===== src/hdl/tpm_pkg.sv =====
// package: mode, width and latency constants for the pcs mode datapath
package tpm_pkg;

  // functional modes of the channel
  typedef enum logic [1:0] {
    TPM_MODE_HARDIP,
    TPM_MODE_PIPE,
    TPM_MODE_DETLAT
  } tpm_mode_e;

  // word aligner operating choices
  typedef enum logic [1:0] {
    TPM_ALIGN_AUTO,
    TPM_ALIGN_MANUAL,
    TPM_ALIGN_BITSLIP
  } tpm_align_e;

  localparam int TPM_FAB_W          = 20;
  localparam int TPM_SYM_W          = 10;

  // fabric interface widths
  localparam logic [4:0] TPM_W_8    = 5'h08;
  localparam logic [4:0] TPM_W_10   = 5'h0a;
  localparam logic [4:0] TPM_W_16   = 5'h10;
  localparam logic [4:0] TPM_W_20   = 5'h14;

  // bonding counts
  localparam logic [2:0] TPM_BOND_1 = 3'h1;
  localparam logic [2:0] TPM_BOND_2 = 3'h2;
  localparam logic [2:0] TPM_BOND_4 = 3'h4;

  // rates in kbps and fabric clock in khz
  localparam int TPM_PIPE_RATE_KBPS = 2500000;
  localparam int TPM_PIPE_FCLK_KHZ  = 125000;
  localparam int TPM_HIP_FCLK_KHZ   = 250000;
  localparam int TPM_DL_MIN_KBPS    = 600000;
  localparam int TPM_DL_MAX_BS_KBPS = 3125000;
  localparam int TPM_DL_MAX_KBPS    = 1562500;
  localparam int TPM_DL_FCLK_KHZ    = 156250;
  localparam int TPM_CPRI_MIN_KBPS  = 614400;
  localparam int TPM_OBSAI_MIN_KBPS = 768000;
  localparam int TPM_LINK_MAX_KBPS  = 3072000;

  // fixed pipeline depths in fabric cycles (registered fifo mode)
  localparam int TPM_TX_LAT_BS      = 3;
  localparam int TPM_TX_LAT_NOBS    = 4;
  localparam int TPM_RX_LAT_BS      = 5;
  localparam int TPM_RX_LAT_NOBS    = 8;
  localparam int TPM_PIPE_MAX       = 8;

  // rtt accuracy, in ps
  localparam int TPM_RTT_ACC_PS     = 16276;

  // reset values
  localparam logic       TPM_RST_BIT = 1'b0;
  localparam logic [2:0] TPM_RST_CNT = 3'h0;

endpackage


===== src/hdl/tpm_pcs_datapath.sv =====
// pcs mode datapath: polarity flip, mode configuration, fixed latency
`timescale 1ns/10ps
module tpm_pcs_datapath (
  input  wire logic                      i_clk,        // fabric clock
  input  wire logic                      i_rst_n,      // async reset low
  input  wire logic                      i_ce,         // clock enable
  input  wire tpm_pkg::tpm_mode_e        i_mode,       // functional mode
  input  wire tpm_pkg::tpm_align_e       i_align,      // aligner choice
  input  wire logic                      i_enc_en,     // 8b10b in detlat
  input  wire logic                      i_bser_en,    // byte serdes detlat
  input  wire logic [2:0]                i_bond,       // bonded channels
  input  wire logic                      i_tx_reg_en,  // tx fifo registered
  input  wire logic                      i_tx_flip,    // tx polarity flip pin
  input  wire logic [tpm_pkg::TPM_FAB_W-1:0] i_tx_data, // fabric tx word
  input  wire logic                      i_tx_valid,   // tx word valid
  output logic                           o_tx_ready,   // tx buffer room
  output logic [tpm_pkg::TPM_SYM_W-1:0]  o_ser_data,   // to serializer
  output logic                           o_ser_valid,  // serializer strobe
  input  wire logic                      i_ser_ready,  // serializer accepts
  input  wire logic [tpm_pkg::TPM_FAB_W-1:0] i_rx_data, // from pcs rx
  output logic [tpm_pkg::TPM_FAB_W-1:0]  o_rx_data,    // fabric rx word
  output logic [4:0]                     o_fab_width,  // fabric width bits
  output logic                           o_bser_on,    // byte serdes used
  output logic                           o_enc_on,     // 8b10b active
  output logic                           o_rmatch_on,  // rate match fifo on
  output logic                           o_order_on,   // byte ordering on
  output logic                           o_auto_sync,  // auto sync aligner
  output logic                           o_hip_on,     // hard core in path
  output logic                           o_cfg_err     // illegal combination
);
  import tpm_pkg::*;

  // ************************************************************
  // reset and pin synchronisers
  // ************************************************************
  logic rst_s1_reg;
  logic rst_n_reg;
  logic flip_s1_reg;
  logic flip_s2_reg;

  always_ff @(posedge i_clk or negedge i_rst_n) begin
    if (!i_rst_n) begin
      rst_s1_reg <= TPM_RST_BIT;
      rst_n_reg  <= TPM_RST_BIT;
    end else begin
      rst_s1_reg <= 1'b1;
      rst_n_reg  <= rst_s1_reg;
    end
  end

  // flip pin may come from anywhere, so it is synchronised
  always_ff @(posedge i_clk or negedge rst_n_reg) begin
    if (!rst_n_reg) begin
      flip_s1_reg <= TPM_RST_BIT;
      flip_s2_reg <= TPM_RST_BIT;
    end else if (i_ce) begin
      flip_s1_reg <= i_tx_flip;
      flip_s2_reg <= flip_s1_reg;
    end
  end

  // ************************************************************
  // mode decode
  // ************************************************************
  wire is_hip  = (i_mode == TPM_MODE_HARDIP);
  wire is_pipe = (i_mode == TPM_MODE_PIPE);
  wire is_dl   = (i_mode == TPM_MODE_DETLAT);

  // hard core drops byte serdes, pipe forces it, detlat picks
  wire bser_w = is_pipe || (is_dl && i_bser_en);
  wire enc_w  = is_hip || is_pipe || (is_dl && i_enc_en);
  wire rm_w   = is_pipe || is_hip;
  wire ord_w  = 1'b0;
  wire auto_w = !is_dl;
  wire hip_w  = is_hip;

  logic [4:0] width_w;
  assign width_w = is_hip  ? TPM_W_8 :
                   is_pipe ? TPM_W_16 :
                   (enc_w && bser_w)  ? TPM_W_16 :
                   (enc_w && !bser_w) ? TPM_W_8 :
                   (!enc_w && bser_w) ? TPM_W_20 : TPM_W_10;

  wire bond_ok_pipe = (i_bond == TPM_BOND_1) || (i_bond == TPM_BOND_2)
                   || (i_bond == TPM_BOND_4);
  wire bond_ok_dl   = (i_bond == TPM_BOND_1) || (i_bond == TPM_BOND_4);
  wire align_ok     = is_dl ? (i_align == TPM_ALIGN_MANUAL
                            || i_align == TPM_ALIGN_BITSLIP)
                            : (i_align == TPM_ALIGN_AUTO);
  wire err_w = (is_pipe && !bond_ok_pipe) || (is_dl && !bond_ok_dl)
            || !align_ok || (!is_hip && !is_pipe && !is_dl);

  always_ff @(posedge i_clk or negedge rst_n_reg) begin
    if (!rst_n_reg) begin
      o_fab_width <= TPM_W_8;
      o_bser_on   <= TPM_RST_BIT;
      o_enc_on    <= TPM_RST_BIT;
      o_rmatch_on <= TPM_RST_BIT;
      o_order_on  <= TPM_RST_BIT;
      o_auto_sync <= TPM_RST_BIT;
      o_hip_on    <= TPM_RST_BIT;
      o_cfg_err   <= TPM_RST_BIT;
    end else if (i_ce) begin
      o_fab_width <= width_w;
      o_bser_on   <= bser_w;
      o_enc_on    <= enc_w;
      o_rmatch_on <= rm_w;
      o_order_on  <= ord_w;
      o_auto_sync <= auto_w;
      o_hip_on    <= hip_w;
      o_cfg_err   <= err_w;
    end
  end

  // ************************************************************
  // transmit path: buffer, serializer word split, polarity
  // ************************************************************
  logic [TPM_FAB_W-1:0] buf_data;
  logic                 buf_valid;
  logic                 buf_ready;

  tpm_skid_buf u_buf (
    .i_clk   (i_clk),
    .i_rst_n (rst_n_reg),
    .i_ce    (i_ce),
    .i_data  (i_tx_data),
    .i_valid (i_tx_valid),
    .o_ready (o_tx_ready),
    .o_data  (buf_data),
    .o_valid (buf_valid),
    .i_ready (buf_ready)
  );

  // byte serdes sends the low half then the high half of a word
  logic half_reg;
  logic flip_reg;
  logic [TPM_SYM_W-1:0] sym_w;
  wire  ser_free  = !o_ser_valid || i_ser_ready;
  wire  take_sym  = ser_free && buf_valid;
  wire  last_half = !bser_w || half_reg;
  assign buf_ready = take_sym && last_half;
  wire  word_start = take_sym && (!bser_w || !half_reg);

  assign sym_w = (bser_w && half_reg) ? buf_data[TPM_FAB_W-1:TPM_SYM_W]
                                      : buf_data[TPM_SYM_W-1:0];

  // flip sampled only when a new fabric word begins
  wire flip_now = word_start ? flip_s2_reg : flip_reg;

  // all ten symbol bits flip, coded or raw, so a swapped pair is undone
  logic [TPM_SYM_W-1:0] flip_mask;
  assign flip_mask = {TPM_SYM_W{flip_now}};
  logic [TPM_SYM_W-1:0] tx_word;
  assign tx_word = sym_w ^ flip_mask;

  // tx fifo: registered gives 1 stage, bypass gives no stage
  logic [TPM_SYM_W-1:0] tx_stage_reg;
  logic                 tx_stage_v_reg;

  always_ff @(posedge i_clk or negedge rst_n_reg) begin
    if (!rst_n_reg) begin
      half_reg       <= TPM_RST_BIT;
      flip_reg       <= TPM_RST_BIT;
      tx_stage_reg   <= '0;
      tx_stage_v_reg <= TPM_RST_BIT;
      o_ser_data     <= '0;
      o_ser_valid    <= TPM_RST_BIT;
    end else if (i_ce) begin
      if (take_sym) half_reg <= bser_w && !half_reg;
      if (word_start) flip_reg <= flip_s2_reg;
      if (ser_free) begin
        tx_stage_reg   <= tx_word;
        tx_stage_v_reg <= take_sym;
        // registered mode is one fixed pipeline stage
        o_ser_data  <= (is_dl && i_tx_reg_en) ? tx_stage_reg : tx_word;
        o_ser_valid <= (is_dl && i_tx_reg_en) ? tx_stage_v_reg
                                              : take_sym;
      end
    end
  end

  // ************************************************************
  // receive path: fixed depth registered pipeline
  // ************************************************************
  logic [TPM_FAB_W-1:0] rx_pipe_reg [TPM_PIPE_MAX];
  logic [2:0]           rx_tap;
  // detlat always registered; fixed taps of 5 or 8 cycles
  assign rx_tap = bser_w ? 3'(TPM_RX_LAT_BS - 1)
                         : 3'(TPM_RX_LAT_NOBS - 1);

  genvar g;
  generate
    for (g = 0; g < TPM_PIPE_MAX; g++) begin : g_rx
      // stage 0 takes the input; index kept legal for stage 0
      wire [TPM_FAB_W-1:0] stage_in;
      assign stage_in = (g == 0) ? i_rx_data
                                 : rx_pipe_reg[(g == 0) ? 0 : g - 1];
      always_ff @(posedge i_clk or negedge rst_n_reg) begin
        if (!rst_n_reg) begin
          rx_pipe_reg[g] <= '0;
        end else if (i_ce) begin
          rx_pipe_reg[g] <= stage_in;
        end
      end
    end
  endgenerate

  // pipe and hard core take two registers, stage 0 then the output, no fixed figure needed
  wire [TPM_FAB_W-1:0] rx_sel = is_dl ? rx_pipe_reg[rx_tap]
                                      : rx_pipe_reg[0];

  always_ff @(posedge i_clk or negedge rst_n_reg) begin
    if (!rst_n_reg) begin
      o_rx_data <= '0;
    end else if (i_ce) begin
      o_rx_data <= rx_sel;
    end
  end

  // ************************************************************
  // checks
  // ************************************************************
  // consecutive enabled cycles, so long latency checks skip frozen spans
  logic [3:0] ce_run_reg;

  always_ff @(posedge i_clk or negedge rst_n_reg) begin
    if (!rst_n_reg) begin
      ce_run_reg <= {1'b0, TPM_RST_CNT};
    end else if (!i_ce) begin
      ce_run_reg <= {1'b0, TPM_RST_CNT};
    end else if (ce_run_reg != 4'hf) begin
      ce_run_reg <= ce_run_reg + 4'h1;
    end
  end
endmodule // tpm_pcs_datapath


===== src/hdl/tpm_skid_buf.sv =====
// two-entry valid/ready buffer in the transmit word path
`timescale 1ns/10ps
module tpm_skid_buf (
  input  wire logic                        i_clk,   // clock
  input  wire logic                        i_rst_n, // synced reset
  input  wire logic                        i_ce,    // clock enable
  input  wire logic [tpm_pkg::TPM_FAB_W-1:0] i_data, // word in
  input  wire logic                        i_valid, // word in valid
  output logic                             o_ready, // room available
  output logic [tpm_pkg::TPM_FAB_W-1:0]    o_data,  // word out
  output logic                             o_valid, // word out valid
  input  wire logic                        i_ready  // sink accepts
);
  import tpm_pkg::*;

  logic [TPM_FAB_W-1:0] mem_reg [2];
  logic                 wp_reg;
  logic                 rp_reg;
  logic [1:0]           cnt_reg;
  logic [1:0]           cnt_next;
  logic                 rdy_reg;
  wire                  push = i_valid && rdy_reg;
  wire                  pop  = i_ready && (cnt_reg != 2'h0);

  // head entry read straight out; ready kept in a flop of its own
  assign o_data   = mem_reg[rp_reg];
  assign o_valid  = (cnt_reg != 2'h0);
  assign o_ready  = rdy_reg;
  assign cnt_next = cnt_reg + {1'b0, push} - {1'b0, pop};

  always_ff @(posedge i_clk or negedge i_rst_n) begin
    if (!i_rst_n) begin
      wp_reg  <= 1'b0;
      rp_reg  <= 1'b0;
      cnt_reg <= 2'h0;
      rdy_reg <= !TPM_RST_BIT;
    end else if (i_ce) begin
      if (push) wp_reg <= ~wp_reg;
      if (pop) rp_reg <= ~rp_reg;
      cnt_reg <= cnt_next;
      rdy_reg <= (cnt_next != 2'h2);
    end
  end

  always_ff @(posedge i_clk) begin
    if (i_ce && push) mem_reg[wp_reg] <= i_data;
  end

endmodule // tpm_skid_buf


===== config.mk =====
export PLATFORM = sky130hd
export DESIGN_NAME = tpm_pcs_datapath
export DESIGN_NICKNAME = d
export VERILOG_FILES = /design/src/hdl/tpm_pkg.sv /design/src/hdl/tpm_pcs_datapath.sv /design/src/hdl/tpm_skid_buf.sv
export SDC_FILE = /design/constraint.sdc
export NUM_CORES = 1
export LEC_CHECK = 0
export BUFFER_PORTS_ARGS = -buffer_cell sky130_fd_sc_hd__clkbuf_2
export CAP_MARGIN = 20
export CORE_UTILIZATION = 45
export CTS_BUF_LIST = sky130_fd_sc_hd__clkbuf_2
export CTS_CLUSTER_DIAMETER = 30
export DETAILED_ROUTE_END_ITERATION = 10
export GPL_ROUTABILITY_DRIVEN = 0
export PLACE_DENSITY_LB_ADDON = 0.12
export SLEW_MARGIN = 20
export SYNTH_ARGS = -nofsm -noshare
export SYNTH_HDL_FRONTEND = slang
export SYNTH_SLANG_ARGS = --single-unit

===== constraint.sdc =====
create_clock -name i_clk -period 9.4 [get_ports i_clk]
set_clock_uncertainty 0.15 [all_clocks]
set_input_delay 1.41 -clock i_clk [delete_from_list [all_inputs] [get_ports i_clk]]
set_output_delay 1.41 -clock i_clk [all_outputs]
set_load 0.02 [all_outputs]

After elaboration in Yosys (flattened, before gate mapping)
Memory sizes are Yosys's and may differ from the RTL's.
Cells that the tools add are included.

word-level totals
  memories kept = 1
  memory bits (writable) = 40
  flip-flop bits (word level) = 224
  output and inout port bits = 44
  word-level logic and storage cells = 111

memories
  memory         depth  width  rd ports  clocked after memory_dff  write ports  RTL line            RTL
  u_buf.mem_reg  2      20     1         0                         1            tpm_skid_buf.sv:16  logic [TPM_FAB_W-1:0] mem_reg [2];

operators by class
  bitwise operators = 4
  order comparisons = 1
  muxes and demuxes = 17
  $add $sub $neg = 2
  equal/unequal tests = 8
  reductions and logical operators = 48

operator list
  operator                                                   count
  binary-select mux 20 bit (select 3 bit)                    1
  two-way mux 20 bit                                         3
  two-way mux 5 bit                                          5
  two-way mux 10 bit                                         2
  logical AND 1 bit                                          18
  logical OR 1 bit                                           13
  logical NOT 1 bit                                          10
  bitwise XOR 10 bit                                         1
  AND reduction 2 bit                                        4
  two-way mux 1 bit                                          5
  equality test 2 x 1 -> 1 bit (second input constant)       2
  equality test 2 bit (second input constant)                2
  greater-or-equal comparator 4 bit (second input constant)  1
  logical NOT 2 bit                                          2
  NOT 3 -> 4 bit                                             1
  equality test 3 x 1 -> 1 bit (second input constant)       1
  equality test 3 x 2 -> 1 bit (second input constant)       1
  equality test 3 bit (second input constant)                1
  adder 2 x 1 -> 2 bit                                       1
  two-way mux 2 bit                                          1
  inequality test 2 bit (second input constant)              1
  NOT 1 bit                                                  2
  nonzero test 2 bit                                         1
  subtractor 2 x 1 -> 2 bit                                  1

Longest topological paths before layout
Gate-level depths: netlist (run 1).

  word-level depth = 10
  depth in mapped cells = 13
  mapped depth without buffers = 11

Cells and area by module
From an unflattened synthesis (run 1), not the netlist that was laid out.

unflattened totals
  cells, all modules = 844
  area, all modules = 11148.2 sq um

modules (own cells, without submodules)
  module            cells each  area each (sq um)  instances
  tpm_pcs_datapath  751         9414.0             1
  tpm_skid_buf      93          1734.2             1

Worst setup path before layout (run 1)
No wires, ideal clock.

  path type = input -> register
  start = in i_mode[1]
  end = reg u_buf.rdy_reg, in the netlist u_buf.o_ready
  library setup time = 73 ps
  buffers on the path = 2
  data required time = 9177 ps
  stages on the path = 13
  slack = 5994 ps
  arrival time = 3183 ps
  path through = buf_4 inv_2 a21boi_4 buf_6 nor2_1 nor3_1 ha_1 inv_1 ha_1 xor2_1 xnor2_1 nor2_1 a21oi_1

between the ends
  longest elaborated chain between the ends = 9
  elaborated cells on any way between the ends = 10
  those cells by class = add/sub (1); eq/ne (3); reduce/logical (6)

RTL lines
  item                         RTL line                 RTL
  start, declared              tpm_pcs_datapath.sv:7    input wire tpm_pkg::tpm_mode_e i_mode,
  equality test 2 bit          tpm_pcs_datapath.sv:67   wire is_dl = (i_mode == TPM_MODE_DETLAT);
  logical AND 1 bit            tpm_pcs_datapath.sv:70   wire bser_w = is_pipe || (is_dl && i_bser_en);
  logical OR 1 bit *           tpm_pcs_datapath.sv:70
  logical NOT 1 bit *          tpm_pcs_datapath.sv:140  wire last_half = !bser_w || half_reg;
  logical OR 1 bit *           tpm_pcs_datapath.sv:140
  logical AND 1 bit *          tpm_pcs_datapath.sv:141  assign buf_ready = take_sym && last_half;
  logical AND 1 bit *          tpm_skid_buf.sv:23       wire pop = i_ready && (cnt_reg != 2'h0);
  subtractor 2 x 1 -> 2 bit *  tpm_skid_buf.sv:29       assign cnt_next = cnt_reg + {1'b0, push} - {1'b0, pop};
  inequality test 2 bit *      tpm_skid_buf.sv:41       rdy_reg <= (cnt_next != 2'h2);
  end signal, assigned         tpm_skid_buf.sv:36       rdy_reg <= !TPM_RST_BIT;
  end signal, assigned         tpm_skid_buf.sv:41
  end, declared                tpm_skid_buf.sv:21       logic rdy_reg;

Every way passes the cells marked *; elsewhere a longest branch is shown, timed or not.
A chain may end at the register's enable or synchronous reset.

Worst setup path in the final report (run 1)
  start = in i_mode[0]
  end = reg u_buf.rdy_reg, in the netlist u_buf.o_ready

The elaborated chain is that of the path after synthesis.

==> flow_summary_export.csv, run 1 <==
group,metric,value,unit
outcome,outcome,"complete, no violations",
worst_setup_path,cp-start-kind,"input pin",
finish,drive_gt1_share,45.5,%
placement,placed_cells,1129,
yosys,yosysSeqAreaShare,62.4,%
detailed_routing,wirelength,19500,um
clock_network,clk_pin_slew,0.10,ns
sta,setup_viol,0,
floorplanning,die_x,157,um
sta,worstMarginPinSlew,0.982,ns
sta,fin_tns_setup,0,ns
yosys,synth-main-ff-cell,"dfrtp_1",
detailed_routing,drtAntennaViolNets,0,
global_routing,antenna_found_initial,2,
global_routing,grt.overflow.total,0,
flow_run,max-cap-violations,0,
placement,io_buffers,97,
finish,finalNetCount,944,
yosys,synth_enable_flop_cells,40,
detailed_routing,drt-pass1-iter-count,5,
sta,drv_slew,0,
clock_network,cts_resized,0,
sta,hold_viol,0,
clock_network,cts_tree,"yes",
global_routing,grt_pass1_vias,6602,
finish,finalNonFillerCells,1258,
yosys,synth_seq_cells,263,
floorplanning,io_pins,100,
yosys,async_flop_share,84.8,%
clock_network,clock_latency,0.78,ns
finish,area_delta_synth_final,12.8,%
floorplanning,fp.dieH,157,um
sta,slew_headroom,34.5,%
clock_network,cts_sinks,263,
global_routing,track_usage,16.4,%
detailed_routing,viasPerCell,5.06,
yosys,avgSynthCellArea,14.5,sq um
worst_setup_path,crit_required,9.93,ns
global_routing,grt_start_max_net_pins,83,
yosys,yosysUniqueCellTypes,50,
power,ir_drop,0.0962,mV
finish,final_area,12300,sq um
sta,rsz0062_at_grt,"false",
power,power.density,262,nW/um^2
power,power.total,3.22,mW
detailed_routing,drt_iter0_drc,264,
clock_network,cts_hold_buf,0,
sta,period_minus_slack,3.34,ns
worst_setup_path,arrival,3.86,ns
worst_setup_path,regToRegSetupSlack,6.92,ns
clock_network,cts-buffers-inserted,72,
power,leakage,5.53,nW
yosys,syn_area,10900,sq um
worst_setup_path,end_kind,"flop",
detailed_routing,route.detailed.drc,0,
floorplanning,start_util,46.0,%
placement,dpl_cell_area,11600,sq um
detailed_routing,wl_per_cell,15.5,um
sta,max_freq,0.299,GHz
clock_network,cts_setup_buffers,0,
clock_network,clk_path_buf_depth,3,
min_path,hold_class,"flop to asynchronous set/reset pin",
detailed_routing,via_count,6370,
sta,min_period_over_period,35.5,%
floorplanning,design.core.area,23600,sq um
worst_setup_path,cp_max_fo,24,
worst_setup_path,critical_path_class,"input pin to flop",
floorplanning,rows,56,
clock_network,cts_root_buf,"clkbuf_2",
yosys,yosysWarningCount,0,
placement,hpwl,12400,um
clock_network,htreeDepth,3,
floorplanning,die_area,24800,sq um
yosys,synthCells,748,
finish,largest_register_ff_count,140,
global_routing,grt_pass1_wl,32000,um
-- final timing paths --
kind,startpoint,to,depth (start not counted)
setup / recovery,i_mode[0],u_buf.o_ready,13
hold / removal,rst_n_reg,o_ser_valid,0
setup reg to reg,o_ser_valid,o_ser_data[3],5
hold reg to reg,rst_n_reg,o_ser_valid,0
max in group asynchronous,rst_n_reg,g_rx[1].stage_in[18],2
min in group i_clk,rst_s1_reg,rst_n_reg,0
-- worst max-delay path: stages --
cell      delay [ns]
clkbuf_2        0.23
nand3b_1        0.17
a21boi_4        0.17
buf_4           0.42
nor2_1          0.13
nor3_1          0.19
ha_1            0.27
inv_1           0.07
ha_1            0.15
xor2_1          0.26
xnor2_1         0.18
nor2_1          0.06
a21oi_1         0.16
-- cells in the mapped netlist (all sizes together), types with 2 or more instances --
library cell | number | area, sq um
xor2 | 2 | 17.5
o22ai | 9 | 56.3
o211ai | 3 | 27.5
dfstp | 2 | 52.6
nor2 | 26 | 97.6
dfrtp | 221 | 5530
a21oi | 5 | 25.0
a22oi | 20 | 160
nand3b | 3 | 26.3
and2 | 2 | 15.0
nand2 | 40 | 158
clkbuf | 11 | 41.3
o31ai | 18 | 135
buf | 33 | 211
o22a | 9 | 78.8
mux2i | 39 | 390
o21ai | 26 | 130
mux2 | 191 | 2150
a31oi | 3 | 18.8
edfxtp | 40 | 1200
nor2b | 2 | 12.5
conb | 2 | 7.51
nand3 | 3 | 15.0
ha | 3 | 37.5
nand2b | 2 | 12.5
xnor2 | 14 | 123
inv | 7 | 26.3
-- cells by family (layout without fill, tap and decap cells) --
| kind of cell | after synthesis | count (layout) | synth area share [%] |
|---|---|---|---|
| compound gates | 98 | 98 | 6.31 |
| xor+xnor | 16 | 16 | 1.29 |
| fa+ha+maj | 3 | 3 | 0.345 |
| buf+inv | 52 | 239 | 2.60 |
| flops | 263 | 263 | 62.4 |
| mux | 230 | 230 | 23.4 |
| other cells | 2 | 6 | 0.0691 |
| simple gates | 84 | 84 | 3.61 |
-- power by group --
group | switching (mW) | internal (mW) | total (mW)
clock network | 0.445 | 0.341 | 0.786
registers | 0.178 | 1.45 | 1.63
logic | 0.412 | 0.394 | 0.805
-- cells in the final DEF (no fill, tap or decap), drive strengths merged, types with 5 or more instances in the layout --
master / netlist / routed
dfrtp: 221 / 221
xnor2: 14 / 14
a21oi: 5 / 5
a22oi: 20 / 20
nand2: 40 / 40
o22a: 9 / 9
edfxtp: 40 / 40
clkinv: 1 / 11
inv: 7 / 8
mux2: 191 / 191
o22ai: 9 / 9
o31ai: 18 / 18
nor2: 26 / 26
buf: 33 / 10
clkbuf: 11 / 209
mux2i: 39 / 39
o21ai: 26 / 26
-- through the flow --
| stage | hold slack [ns] | setup WS, ns | util [%] |
|---|---|---|---|
| 2_1_floorplan | 0.181 | 2.58 | - |
| 3_3_place_gp | 0.188 | 5.52 | 49.0 |
| 3_5_place_dp | 0.186 | 5.32 | 49.1 |
| 4_1_cts | 0.148 | 6.17 | 51.8 |
| 5_1_grt | 0.115 | 5.93 | 51.9 |
| 6_report | 0.0927 | 6.06 | 51.9 |
-- metal layers --
layer / up-vias / global-route usage, % / part of all wire (%)
met4: 0 / 8.55 / 2.5
met2: 124 / 25.7 / 48
li1: 3019 / - / -
met1: 3181 / 20.9 / 46
met5: - / 0 / 0
met3: 46 / 4.19 / 3.9
-- cell type report --
cell class,instances,area [sq um]
clock buffers,113,566
clock inverters,12,75.1
well taps,319,399
inverters,8,30.0
repair buffers,106,591
fillers,2108,11300
flip-flops and latches,263,6790
multi-input cells,434,3810
diodes,3,7.51
No activity file was read; power rests on OpenSTA's default activity.
==> run 2: changes to the inputs <==
==> constraint.sdc (replaced) <==
create_clock -name i_clk -period 3.19 [get_ports i_clk]
set_clock_uncertainty 0.15 [all_clocks]
set_input_delay 0.4785 -clock i_clk [delete_from_list [all_inputs] [get_ports i_clk]]
set_output_delay 0.4785 -clock i_clk [all_outputs]
set_load 0.02 [all_outputs]
==> run 2 against run 1 <==
Combinational power grew to 3.0 times the previous value. Non-clock buffer count grew 62. Critical path type unchanged. Critical endpoint unchanged. Sequential power grew to 2.9 times the previous value. Highest routed layer unchanged. Largest power group unchanged. Die area unchanged. Clock-buffer cell count is 11 lower. Largest cell class unchanged.
==> flow_summary_export.csv, run 2 (synthesis results as in run 1) <==
group,metric,value,unit
finish,fillers,2074,
clock_network,clk_path_buf_depth,3,
detailed_routing,drt_iter0_drc,303,
floorplanning,die_area,24800,sq um
sta,slew_headroom,51.4,%
power,leakage,5.79,nW
worst_setup_path,arrival,2.96,ns
clock_network,cts_root_buf,"clkbuf_2",
floorplanning,io_pins,100,
detailed_routing,via_count,6650,
worst_setup_path,critical_path_class,"input pin to flop",
sta,worstMarginPinSlew,0.727,ns
clock_network,cts_tree,"yes",
clock_network,cts-buffers-inserted,73,
detailed_routing,wirelength,20300,um
global_routing,antenna_found_initial,1,
detailed_routing,wl_per_cell,15.4,um
flow_run,max-cap-violations,0,
global_routing,grt_start_max_net_pins,72,
placement,dpl_cell_area,11700,sq um
sta,period_minus_slack,2.41,ns
floorplanning,start_util,46.0,%
global_routing,grt_pass1_vias,7176,
sta,max_freq,0.415,GHz
sta,layout_setup_ws,0.778,ns
sta,drv_slew,0,
floorplanning,die_x,157,um
sta,setup_viol,0,
global_routing,grt.overflow.total,0,
power,power.density,738,nW/um^2
sta,rsz0062_at_grt,"false",
global_routing,track_usage,17.4,%
finish,final_common_cell,"dfrtp_1",
sta,fin_tns_setup,0,ns
worst_setup_path,end_kind,"flop",
clock_network,clock_latency,0.81,ns
detailed_routing,drt-pass1-iter-count,5,
detailed_routing,route.detailed.drc,0,
floorplanning,fp.dieH,157,um
sta,hold_viol,0,
finish,area_delta_synth_final,18.6,%
finish,final_area,12900,sq um
placement,io_buffers,97,
worst_setup_path,cp_max_fo,12,
detailed_routing,viasPerCell,5.03,
global_routing,grt_pass1_wl,34000,um
floorplanning,design.core.area,23600,sq um
worst_setup_path,cp-start-kind,"input pin",
worst_setup_path,crit_required,3.74,ns
min_path,hold_class,"input pin to flop",
finish,largest_register_ff_count,140,
placement,place_ws,0.554,ns
clock_network,htreeDepth,3,
finish,final_cell_mix,"dfrtp_1 (220), clkbuf_2 (198), mux2_2 (189), dlygate4sd3_1 (56), edfxtp_1 (40)",
detailed_routing,drtAntennaViolNets,0,
clock_network,clk_pin_slew,0.09,ns
clock_network,cts_sinks,263,
finish,drive_gt1_share,43.0,%
floorplanning,rows,56,
power,ir_drop,0.304,mV
placement,hpwl,12800,um
outcome,outcome,"complete, no violations",
sta,min_period_over_period,75.6,%
finish,finalNetCount,1007,
-- run 2: cell count changes in the layout (fill, tap and decap cells not counted), sizes merged --
cell	change
clkinv	+10
inv	+3
buf	+6
diode	-2
dlygate4sd3	+56
clkbuf	-11
clkinvlp	+1
-- run 2: cell type report --
type                            count  area (sq um)  area share, %
Clock inverter                     26           138           1.07
Multi-Input combinational cell    434          3810           29.5
Timing Repair Buffer              168          1210           9.42
Antenna cell                        1          2.50         0.0194
Clock buffer                      102           510           3.96
Sequential cell                   263          6790           52.7
Tap cell                          319           399           3.10
Inverter                            8          30.0          0.233
-- run 2: path summary, 6_finish.rpt --
kind	start	end	slack (ns)	depth (start not counted)
max	i_mode[0]	u_buf.o_ready	0.78	13
min	i_align[1]	o_cfg_err	0.12	6
max reg2reg	u_buf.rp_reg	tx_stage_reg[5]	0.90	5
min reg2reg	rst_s1_reg	rst_n_reg	0.21	0
max in group asynchronous	rst_n_reg	flip_s1_reg	1.90	1
min in group asynchronous	rst_n_reg	o_rx_data[19]	0.23	0
-- run 2: power by group --
part | internal (mW) | switching [mW]
clock | 0.953 | 1.34
sequential | 4.27 | 0.527
combinational | 1.21 | 1.21
total | 6.44 | 3.07
-- run 2: timing repair --
action / CTS / global route
endpoints found under the hold margin: 73 / 0
endpoints found under the setup margin: 0 / 0
hold buffers: 56 / 0
resized for setup: 0 / 0
buffers inserted: 0 / 0
-- run 2: metal layers --
layer  up-vias  wire length, um  share of wire [%]  track usage, %
li1       3136                -                  -               -
met1      3333             8820                 43            21.1
met2       144            10100                 50            28.7
met3        37              939                4.6            4.63
met4         0              482                2.4            8.65
met5         -                0                  0               0
-- run 2: critical path, stage by stage --
cell and delay, ns:
dlygate4sd3_1 0.54, clkbuf_2 0.22, nand3b_1 0.23, a21boi_4 0.16, nor2_1 0.15, nor3_1 0.07
ha_1 0.30, inv_1 0.06, ha_1 0.17, xor2_1 0.24, xnor2_1 0.16, nor2_1 0.06
a21oi_1 0.14
-- run 2: per-stage QoR --
stage               std cells  hold slack, ns  power (mW)  util (%)
finish                   1321           0.116        9.51      54.6
global route             1321          0.0835        10.2      54.6
CTS                      1320          0.0196        9.68      54.6
detailed placement       1136           0.120        7.26      49.5
global placement         1136           0.116        7.10      49.5
floorplan                 749          0.0329        6.61         -
==> run 3: changes to the inputs <==
==> constraint.sdc (replaced) <==
create_clock -name i_clk -period 2.38 [get_ports i_clk]
set_clock_uncertainty 0.15 [all_clocks]
set_input_delay 0.357 -clock i_clk [delete_from_list [all_inputs] [get_ports i_clk]]
set_output_delay 0.357 -clock i_clk [all_outputs]
set_load 0.02 [all_outputs]
==> run 3 against run 2 <==
First-iteration DRC count is 2.6% lower. Sequential share of layout area fell by 0.96 points. Die area unchanged.
==> flow_summary_export.csv, run 3 (synthesis results as in run 1) <==
group,metric,value,unit
clock_network,cts-buffers-inserted,75,
floorplanning,start_util,46.0,%
power,power.total,13.3,mW
finish,drive_gt1_share,43.5,%
sta,period_minus_slack,2.31,ns
detailed_routing,drt-pass1-iter-count,5,
sta,hold_viol,0,
detailed_routing,wirelength,20800,um
worst_setup_path,regToRegSetupSlack,0.16,ns
sta,fin_tns_setup,0,ns
placement,hpwl,12900,um
worst_setup_path,arrival,2.85,ns
worst_setup_path,cp_max_fo,11,
finish,fin_util,55.6,%
finish,final_common_cell,"dfrtp_1",
sta,rsz0062_at_grt,"false",
global_routing,grt_start_max_net_pins,87,
finish,largest_register_ff_count,140,
placement,io_buffers,97,
worst_setup_path,critical_path_class,"input pin to flop",
clock_network,cts_setup_buffers,0,
global_routing,track_usage,17.8,%
floorplanning,design.core.area,23600,sq um
global_routing,grt_pass1_wl,34500,um
clock_network,clock_latency,0.81,ns
global_routing,grt.overflow.total,0,
sta,max_freq,0.434,GHz
floorplanning,fp.dieH,157,um
clock_network,clk_path_buf_depth,3,
sta,setup_viol,0,
finish,area_delta_synth_final,20.8,%
flow_run,max-cap-violations,0,
floorplanning,die_area,24800,sq um
global_routing,antenna_found_initial,1,
placement,place_ws,0.104,ns
sta,worstMarginPinSlew,0.760,ns
sta,drv_slew,0,
worst_setup_path,end_kind,"flop",
floorplanning,die_x,157,um
worst_setup_path,cp-start-kind,"input pin",
floorplanning,rows,56,
min_path,hold_class,"flop to asynchronous set/reset pin",
outcome,outcome,"complete, no violations",
detailed_routing,route.detailed.drc,0,
worst_setup_path,crit_required,2.93,ns
sta,min_period_over_period,96.9,%
sta,layout_setup_ws,0.0734,ns
detailed_routing,drtAntennaViolNets,0,
global_routing,grt_pass1_vias,7107,
clock_network,htreeDepth,3,
detailed_routing,via_count,6686,
floorplanning,io_pins,100,
detailed_routing,viasPerCell,5.01,
detailed_routing,wl_per_cell,15.6,um
detailed_routing,drt_iter0_drc,295,
sta,slew_headroom,49.2,%
power,ir_drop,0.448,mV
finish,final_cell_mix,"dfrtp_1 (220), clkbuf_2 (210), mux2_2 (189), dlygate4sd3_1 (62), edfxtp_1 (40)",
clock_network,cts_tree,"yes",
power,power.density,1010,nW/um^2
clock_network,clk_pin_slew,0.10,ns
clock_network,cts_sinks,263,
clock_network,cts_root_buf,"clkbuf_2",
finish,finalNetCount,1018,
power,leakage,5.90,nW
==> run 3: power breakdown <==
part / internal [mW] / switching [mW] / leakage (nW)
Clock: 1.70 / 1.83 / 0.559
Sequential: 5.72 / 0.670 / 3.00
Combinational: 1.68 / 1.69 / 2.33
==> run 3: per-layer routing <==
| metal | GRT usage (%) | up-vias | share of wire, % |
|---|---|---|---|
| li1 | - | 3173 | - |
| met1 | 22.1 | 3316 | 44 |
| met2 | 29.1 | 156 | 49 |
| met3 | 4.49 | 41 | 5.0 |
| met4 | 8.37 | 0 | 1.9 |
| met5 | 0 | - | 0 |
==> run 3: final cells by class <==
cell class,count,area (sq um)
clock buffers,114,571
fillers,2006,10500
well taps,319,399
clock inverters,18,184
flip-flops and latches,263,6790
multi-input cells,434,3810
diodes,1,2.50
inverters,8,30.0
repair buffers,177,1350
==> run 3: path summary, 6_finish.rpt <==
check / endpoint / from / cells after the start
max: o_cfg_err / i_mode[1] / 8
min: flip_reg / rst_n_reg / 0
max reg2reg: o_ser_valid / o_ser_valid / 6
min reg2reg: flip_reg / rst_n_reg / 0
max in group asynchronous: o_hip_on / rst_n_reg / 1
min in group i_clk: u_buf.mem_reg[1][15] / i_tx_data[15] / 2
==> run 3: what timing repair did <==
item	in CTS	in global routing
gates resized for setup	0	0
endpoints found under the hold margin	110	0
hold buffers	62	0
==> run 3: metrics by stage <==
step | cells | area, sq um | hold slack, ns
detailed placement | 1139 | 11800 | -0.00315
CTS | 1333 | 13100 | 0.0546
floorplan | 749 | 10900 | -0.0886
global placement | 1139 | 11800 | -0.00572
global route | 1334 | 13100 | 0.0902
finish | 1334 | 13100 | 0.105
==> run 3: critical path, cell delays in order <==
cell,delay (ns)
dlygate4sd3_1,0.53
clkbuf_2,0.13
buf_4,0.18
o21ai_0,0.17
o221ai_1,0.14
dlygate4sd3_1,0.59
a31oi_1,0.19
dlygate4sd3_1,0.57
